$ cat src/verilog/bcs_pkg.sv
// Shared types and constants for the bus cycle sequencer
package bcs_pkg;
    localparam int ADDR_W = 16;
    localparam int DATA_W = 8;
    localparam int STAT_W = 3;
    // Status codes, ordered {space select, status1, status0}
    localparam logic [2:0] ST_CODE_FETCH = 3'h3;
    localparam logic [2:0] ST_CODE_MEM_RD = 3'h2;
    localparam logic [2:0] ST_CODE_MEM_WR = 3'h1;
    localparam logic [2:0] ST_CODE_PORT_RD = 3'h6;
    localparam logic [2:0] ST_CODE_PORT_WR = 3'h5;
    localparam logic [2:0] ST_CODE_ACK = 3'h7;
    localparam logic [2:0] ST_CODE_IDLE_DAD = 3'h2;
    localparam logic [2:0] ST_CODE_IDLE_RST = 3'h7;
    localparam logic [1:0] ST_EXT = 2'h3;
    localparam logic [1:0] ST_PARKED = 2'h0;

    typedef enum logic [2:0] {
        opcode_fetch_cycle, memory_read_cycle, memory_write_cycle,
        port_read_cycle, port_write_cycle, irq_ack_cycle,
        bus_idle_cycle, bus_idle_rst_cycle
    } bcs_kind_t;

    typedef enum logic [3:0] {
        S_T1, S_T2, S_WAIT, S_T3, S_T4, S_T5, S_T6,
        S_RESET, S_HALT, S_HOLD
    } bcs_state_t;

    typedef struct packed {
        bcs_kind_t kind;
        logic [ADDR_W-1:0] addr;
        logic [DATA_W-1:0] wdata;
        logic long_fetch;   // Six-state fetch instead of four
        logic no_ale;       // Second or third cycle of double_add_instruction
    } bcs_req_t;

    localparam bcs_req_t REQ_RESET = '{bus_idle_cycle, 16'h0000, 8'h00, 1'b0, 1'b0};
endpackage : bcs_pkg

$ cat src/verilog/bcs_sync.sv
// Two-flop synchroniser for pin inputs
`timescale 1ns/1ps
`default_nettype none
module bcs_sync #(
    parameter int W = 1
) (
    input wire logic core_clk_in,   // Core clock
    input wire logic rst_in,        // Async reset, active high
    input wire logic [W-1:0] d_in,  // Asynchronous level
    output logic [W-1:0] q_out      // Synchronised level
);
    logic [W-1:0] meta_q;
    always_ff @(posedge core_clk_in or posedge rst_in) begin
        if (rst_in) begin
            meta_q <= '0;
            q_out <= '0;
        end else begin
            meta_q <= d_in;
            q_out <= meta_q;
        end
    end
endmodule : bcs_sync
`default_nettype wire

$ cat src/verilog/bcs_sequencer.sv
// Bus cycle sequencer: T-state machine driving the multiplexed bus pins
`timescale 1ns/1ps
`default_nettype none
module bcs_sequencer
    import bcs_pkg::*;
(
    input wire logic core_clk_in,              // 10 MHz core clock
    input wire logic rst_in,                   // Async reset, active high
    input wire bcs_req_t req_in,               // Machine cycle request
    input wire logic req_valid_in,             // Request pending
    input wire logic ready_in,                 // Ready pin, async
    input wire logic hold_in,                  // Hold request pin, async
    input wire logic [DATA_W-1:0] ad_in,       // Low address/data pins, read side
    output logic req_taken_out,                // Pulse: request accepted
    output logic done_out,                     // Pulse: machine cycle ended
    output logic [DATA_W-1:0] rdata_out,       // Data captured in read cycles
    output logic [DATA_W-1:0] ad_out,          // Low address/data drive
    output logic ad_oe_out,                    // Low address/data enable
    output logic [DATA_W-1:0] addr_hi_out,     // Upper address drive
    output logic addr_hi_oe_out,               // Upper address enable
    output logic space_select_out,             // High for port space
    output logic space_select_oe_out,          // Space select enable
    output logic cycle_status1,                // Status line 1
    output logic cycle_status0,                // Status line 0
    output logic read_strobe_n_out,            // Read strobe, active low
    output logic write_strobe_n_out,           // Write strobe, active low
    output logic rw_oe_out,                    // Read/write strobe enable
    output logic irq_ack_strobe_n,             // Acknowledge strobe, active low
    output logic addr_latch_strobe_out,        // Address latch strobe
    output logic hold_ack_out                  // High while bus released for hold
);
    bcs_state_t state_q, state_d;
    bcs_req_t cur_q;
    logic ready_s, hold_s;
    logic [DATA_W-1:0] ad_s;
    logic capture_q;

    // ready may come from an outside wait-state flop, so sync it
    bcs_sync #(.W(1)) u_sync_rdy (.core_clk_in(core_clk_in), .rst_in(rst_in),
        .d_in(ready_in), .q_out(ready_s));
    bcs_sync #(.W(1)) u_sync_hold (.core_clk_in(core_clk_in), .rst_in(rst_in),
        .d_in(hold_in), .q_out(hold_s));
    bcs_sync #(.W(DATA_W)) u_sync_ad (.core_clk_in(core_clk_in), .rst_in(rst_in),
        .d_in(ad_in), .q_out(ad_s));

    function automatic logic [2:0] status_of(input bcs_kind_t k);
        case (k)
            opcode_fetch_cycle: status_of = ST_CODE_FETCH;
            memory_read_cycle: status_of = ST_CODE_MEM_RD;
            memory_write_cycle: status_of = ST_CODE_MEM_WR;
            port_read_cycle: status_of = ST_CODE_PORT_RD;
            port_write_cycle: status_of = ST_CODE_PORT_WR;
            irq_ack_cycle: status_of = ST_CODE_ACK;
            bus_idle_cycle: status_of = ST_CODE_IDLE_DAD;
            default: status_of = ST_CODE_IDLE_RST;
        endcase
    endfunction : status_of

    function automatic logic is_rd(input bcs_kind_t k);
        is_rd = (k == opcode_fetch_cycle) || (k == memory_read_cycle) ||
                (k == port_read_cycle);
    endfunction : is_rd

    function automatic logic is_wr(input bcs_kind_t k);
        is_wr = (k == memory_write_cycle) || (k == port_write_cycle);
    endfunction : is_wr

    function automatic logic is_port(input bcs_kind_t k);
        is_port = (k == port_read_cycle) || (k == port_write_cycle);
    endfunction : is_port

    // Cycle boundary: a request or hold is only looked at here
    wire logic cur_fetch = (cur_q.kind == opcode_fetch_cycle);
    wire logic xfer_end = (state_q == S_T3 && !cur_fetch) ||
                          (state_q == S_T4 && !cur_q.long_fetch) || (state_q == S_T6);
    wire logic parked = (state_q == S_RESET) || (state_q == S_HALT) ||
                        (state_q == S_HOLD);
    wire logic boundary = xfer_end || parked;
    // hold beats a new request, taken only once the cycle is over
    wire logic take = boundary && !hold_s && req_valid_in;

    always_comb begin
        state_d = state_q;
        case (state_q)
            S_T1: state_d = S_T2;
            S_T2: state_d = ready_s ? S_T3 : S_WAIT;
            S_WAIT: state_d = ready_s ? S_T3 : S_WAIT;
            S_T3: state_d = cur_fetch ? S_T4 : S_HALT;
            S_T4: state_d = cur_q.long_fetch ? S_T5 : S_HALT;
            S_T5: state_d = S_T6;
            default: state_d = S_HALT;
        endcase
        // Idle time with no request parks the bus as in halt
        if (boundary) begin
            state_d = hold_s ? S_HOLD : (req_valid_in ? S_T1 : S_HALT);
        end
    end

    wire bcs_req_t cur_d = take ? req_in : cur_q;
    wire bcs_kind_t kd = cur_d.kind;
    wire logic [2:0] code_d = status_of(kd);
    wire logic ph_t1 = (state_d == S_T1);
    wire logic ph_xfer = (state_d == S_T2) || (state_d == S_WAIT) || (state_d == S_T3);
    wire logic ph_ext = (state_d == S_T4) || (state_d == S_T5) || (state_d == S_T6);
    wire logic ph_float = (state_d == S_RESET) || (state_d == S_HALT) ||
                          (state_d == S_HOLD);

    // status from T1, zero when parked
    // extended fetch states show status 11
    wire logic [1:0] status_d = ph_float ? ST_PARKED : (ph_ext ? ST_EXT : code_d[1:0]);
    wire logic sel_d = ph_ext ? (kd == irq_ack_cycle) : code_d[2];
    // port address mirrored on the upper lines
    wire logic [DATA_W-1:0] hi_d = is_port(kd) ? cur_d.addr[DATA_W-1:0] :
                                   cur_d.addr[ADDR_W-1:DATA_W];
    wire logic [DATA_W-1:0] ad_d = ph_t1 ? cur_d.addr[DATA_W-1:0] : cur_d.wdata;
    // bus floated when parked; data floated in T4-T6
    wire logic ad_oe_d = ph_t1 || (ph_xfer && is_wr(kd));
    // latch strobe in T1 unless double-add follow-on
    wire logic ale_d = ph_t1 && !cur_d.no_ale;
    // strobes only in the transfer phase
    wire logic rd_n_d = !(ph_xfer && is_rd(kd));
    wire logic wr_n_d = !(ph_xfer && is_wr(kd));
    wire logic ack_n_d = !(ph_xfer && kd == irq_ack_cycle);
    // Synced data pins lag two edges, so the byte is taken one edge after T3
    wire logic capture = (state_q == S_T3) && (is_rd(cur_q.kind) ||
                         cur_q.kind == irq_ack_cycle);

    always_ff @(posedge core_clk_in or posedge rst_in) begin
        if (rst_in) begin
            state_q <= S_RESET;
            cur_q <= REQ_RESET;
            rdata_out <= '0;
            req_taken_out <= 1'b0;
            done_out <= 1'b0;
            capture_q <= 1'b0;
        end else begin
            state_q <= state_d;
            cur_q <= cur_d;
            req_taken_out <= take;
            done_out <= xfer_end;
            capture_q <= capture;
            if (capture_q) begin
                rdata_out <= ad_s;
            end
        end
    end

    // pins in reset state show floated bus, strobes idle
    always_ff @(posedge core_clk_in or posedge rst_in) begin
        if (rst_in) begin
            {cycle_status1, cycle_status0} <= ST_PARKED;
            space_select_out <= 1'b0;
            space_select_oe_out <= 1'b0;
            addr_hi_out <= '0;
            addr_hi_oe_out <= 1'b0;
            ad_out <= '0;
            ad_oe_out <= 1'b0;
            read_strobe_n_out <= 1'b1;
            write_strobe_n_out <= 1'b1;
            rw_oe_out <= 1'b0;
            irq_ack_strobe_n <= 1'b1;
            addr_latch_strobe_out <= 1'b0;
            hold_ack_out <= 1'b0;
        end else begin
            {cycle_status1, cycle_status0} <= status_d;
            space_select_out <= sel_d;
            space_select_oe_out <= !ph_float;
            addr_hi_out <= hi_d;
            addr_hi_oe_out <= !ph_float;
            ad_out <= ad_d;
            ad_oe_out <= ad_oe_d;
            read_strobe_n_out <= rd_n_d;
            write_strobe_n_out <= wr_n_d;
            rw_oe_out <= !ph_float;
            irq_ack_strobe_n <= ack_n_d;
            addr_latch_strobe_out <= ale_d;
            hold_ack_out <= (state_d == S_HOLD);
        end
    end
endmodule : bcs_sequencer
`default_nettype wire

$ cat config.mk
export PLATFORM = sky130hd
export DESIGN_NAME = bcs_sequencer
export DESIGN_NICKNAME = d
export VERILOG_FILES = /design/src/verilog/bcs_pkg.sv /design/src/verilog/bcs_sync.sv /design/src/verilog/bcs_sequencer.sv
export SDC_FILE = /design/constraint.sdc
export NUM_CORES = 1
export LEC_CHECK = 0
export BUFFER_PORTS_ARGS = -buffer_cell sky130_fd_sc_hd__buf_2
export CAP_MARGIN = 20
export CORE_MARGIN = 4
export CORE_UTILIZATION = 50
export DETAILED_ROUTE_END_ITERATION = 16
export GPL_ROUTABILITY_DRIVEN = 0
export HOLD_SLACK_MARGIN = 0.05
export PLACE_DENSITY_LB_ADDON = 0.2
export RECOVER_POWER = 50
export SETUP_SLACK_MARGIN = 0.3
export SLEW_MARGIN = 0
export SYNTH_ARGS = -nofsm -noshare
export SYNTH_HDL_FRONTEND = slang
export SYNTH_SLANG_ARGS = --single-unit
$ cat constraint.sdc
create_clock -name core_clk_in -period 6.05 [get_ports core_clk_in]
set_clock_uncertainty 0.1 [all_clocks]
set_input_delay 1.21 -clock core_clk_in [delete_from_list [all_inputs] [get_ports core_clk_in]]
set_output_delay 1.21 -clock core_clk_in [all_outputs]
set_load 0.05 [all_outputs]
==> results.toml <==
[run_status]
outcome = "complete, no violations"

[layout]
fin_util_pct = 60.4
finalNonFillerCells = 508
diodes = 0
final_cell_mix = "nand2_1, dfrtp_1, buf_2, mux2i_1, mux2_2"
design_area_sq_um = 4400
drive_above_1_share_pct = 29.6
syn2layout_area_growth_pct = 16.8
final_common_cell = "nand2_1"
nets = 446
fillCellCount = 668

[place]
placed_cells = 492
postPlaceCellArea_sq_um = 4210
numPortBuffers = 79
post-place-ws_ns = 2.14
hpwlAfterDp_um = 5070

[pwr]
pwr_density_cell_nw_per_um2 = 548
pwr-share-comb_pct = 43.9
p_leak_nw = 2.28
power_frac_seq_pct = 39.2
power_frac_clock_pct = 16.9
peakVddDrop_v = 0.000248
p_int_mw = 1.35
power_mw = 2.41
switching_share_pct = 44.2
p_sw_mw = 1.07

[sta]
slew_headroom_pct = 29.1
rsz0062_at_grt = "false"
hold_viol_final = 0
finalSetupViolCount = 0
final.setup.worst_slack_ns = 2.41
tightestPinTransition_ns = 1.06
max_freq_ghz = 0.274
period_needed_ns = 3.64
setup_tns_ns = 0
finalMaxSlewViolations = 0
fin_crit_sh_pct = 60.2
hold_ws_ns = 0.253

[critical_path]
crit_chain = "nor2b_1, o32a_2, inv_1, o21ai_4, inv_2, mux2i_4, mux2_2"
cpMaxStageDelayCell = "inv_2"
startpoint = "state_q[1]"
critPathMaxFanout = 50
r2r_cells = 7
crit_path_end_kind = "flip-flop"
rrSetupSlack_ns = 2.41
critical-path-max-stage-delay_ns = 0.87
cp.buffers_inverters = 2
startpoint_type = "flip-flop"
setup.worst_path.class = "flip-flop to flip-flop"
worst_ep_required_time_ns = 6.19
cp_num_cells = 7
r2r_end = "addr_hi_out[7]"
crit_family = "buffers and inverters"
arrival_ns = 3.78
rr_startpoint = "state_q[1]"

[clocking]
cts_root_buf = "clkbuf_8"
clk_latency_ns = 0.35
post_cts_resized = 0
cts_setup_buffers = 0
cts_num_sinks = 89
htreeDepth = 3
clk_pin_slew_ns = 0.09
holdBufCountCts = 0
cts_buffer_depth = 2
cts_tree = "yes"
cts_buffers = 9

[synthesis]
seq_area_frac_synth_pct = 59.3
postSynthCellCount = 331
synth_nets = 373
avgSynthCellArea_sq_um = 11.4
netlist_area_sq_um = 3770
ys_ff_latch = 89
synth_warnings = 0
synthDistinctLibCells = 38

[hold_path]
hp-start = "u_sync_ad.meta_q[7]"
min_to = "u_sync_ad.q_out[7]"
hp-class = "flip-flop to flip-flop"
hold_depth = 0

[grt]
grt_usage_pct = 17.9
grt_max_degree = 66
grt_pass1_wl_um = 12300
top_usage_layer = "met2"
antenna_found_initial = 0
grt_use_met1_pct = 21.9
use_met3_pct = 4.70
grt_pass1_vias = 2563
overflow = 0
use_met2_pct = 30.7

[floorplanning]
die_w_um = 94.8
die_area_sq_um = 9000
coreArea_sq_um = 7290
die_y_um = 94.8
rows = 31
io_pins = 80
initial_utilization_pct = 51.7

[detailed_routing]
drt_first_iter_violations = 71
wl_per_cell_um = 14.7
drc = 0
via_per_inst = 5.00
ant_nets = 0
route.vias.total = 2539
first_pass_iters = 4
wirelength_um = 7490

[job]
drv_cap = 0
## how the worst max path moves through the flow
stage | to | slack [ns]
after floorplan | ad_oe_out | 2.45
after global placement | addr_hi_out[1] | 2.20
after detailed placement | addr_hi_out[6] | 2.14
after CTS | addr_hi_out[0] | 2.44
after global routing | addr_hi_out[7] | 2.20
final | addr_hi_out[7] | 2.41
## routing by layer
layer	wire, um	vias to the layer above
met4	69	0
li1	-	1242
met1	3260	1230
met3	363	7
met5	0	-
met2	3790	60
## worst reg2reg max path, stage by stage, from the launching register on
cell and delay (ns):
dfstp_1 0.70, nor2b_1 0.11, o32a_2 0.38, inv_1 0.14, o21ai_4 0.26, inv_2 0.88, mux2i_4 0.57, mux2_2 0.39
## synthesized netlist by cell type
master / n / area share, %
nand3_1: 2 / 0.27
o2111ai_1: 1 / 0.23
o211ai_1: 1 / 0.20
maj3_1: 1 / 0.27
and2_1: 1 / 0.17
nor2b_1: 4 / 0.66
nor3_2: 1 / 0.27
inv_2: 2 / 0.20
mux2i_1: 52 / 14
nand4_1: 1 / 0.17
or2_2: 1 / 0.17
clkbuf_1: 7 / 0.70
buf_2: 8 / 1.1
a21oi_1: 3 / 0.40
nand2b_1: 5 / 0.83
nor2_1: 12 / 1.2
o22ai_1: 1 / 0.17
mux2_2: 16 / 4.8
dfrtp_1: 81 / 54
o21a_1: 1 / 0.20
nor3b_1: 1 / 0.20
a41oi_1: 1 / 0.23
mux2i_4: 1 / 0.60
o21ai_4: 1 / 0.43
a31o_2: 1 / 0.23
a31oi_1: 1 / 0.17
nand4bb_1: 1 / 0.30
inv_1: 7 / 0.70
dfstp_2: 8 / 5.6
o21bai_1: 1 / 0.20
xnor2_1: 2 / 0.46
o22a_1: 1 / 0.23
nand2_1: 97 / 9.7
o32a_2: 1 / 0.30
o31ai_1: 1 / 0.20
o32a_1: 1 / 0.27
a211oi_1: 1 / 0.20
buf_4: 3 / 0.60
## final cells by class
| type | count | area, sq um | share of cell area [%] |
|---|---|---|---|
| Clock buffer | 9 | 124 | 2.81 |
| Clock inverter | 7 | 76.3 | 1.73 |
| Inverter | 9 | 35.0 | 0.796 |
| Multi-Input combinational cell | 215 | 1410 | 32.1 |
| Sequential cell | 89 | 2240 | 50.8 |
| Tap cell | 99 | 124 | 2.81 |
| Timing Repair Buffer | 80 | 395 | 8.98 |
## state kept, by name, indices dropped and copies added (netlist names), 4 cells and up
register and count:
ad_out 8, addr_hi_out 8, cur_q 28, rdata_out 8
state_q 4, u_sync_ad.meta_q 8, u_sync_ad.q_out 8
## power by group through the flow
stage	registers (mW)	clock network (mW)	logic (mW)
2_1_floorplan	1.27	0	0.530
3_3_place_gp	0.948	0	1.05
3_5_place_dp	0.955	0	1.07
4_1_cts	0.945	0.423	1.08
5_1_grt	0.970	0.448	1.14
6_report	0.945	0.408	1.06
## cells by family after synthesis
kind of cell	count (synthesis)	synth area share [%]
flip-flops	89	59.3
AO/OA/AOI/OAI	17	3.65
multiplexers	69	19.2
adder cells (fa/ha/maj)	1	0.265
AND/OR/NAND/NOR	126	13.9
XOR/XNOR	2	0.465
buffers and inverters	27	3.25
No activity file was read; power rests on OpenSTA's default activity.
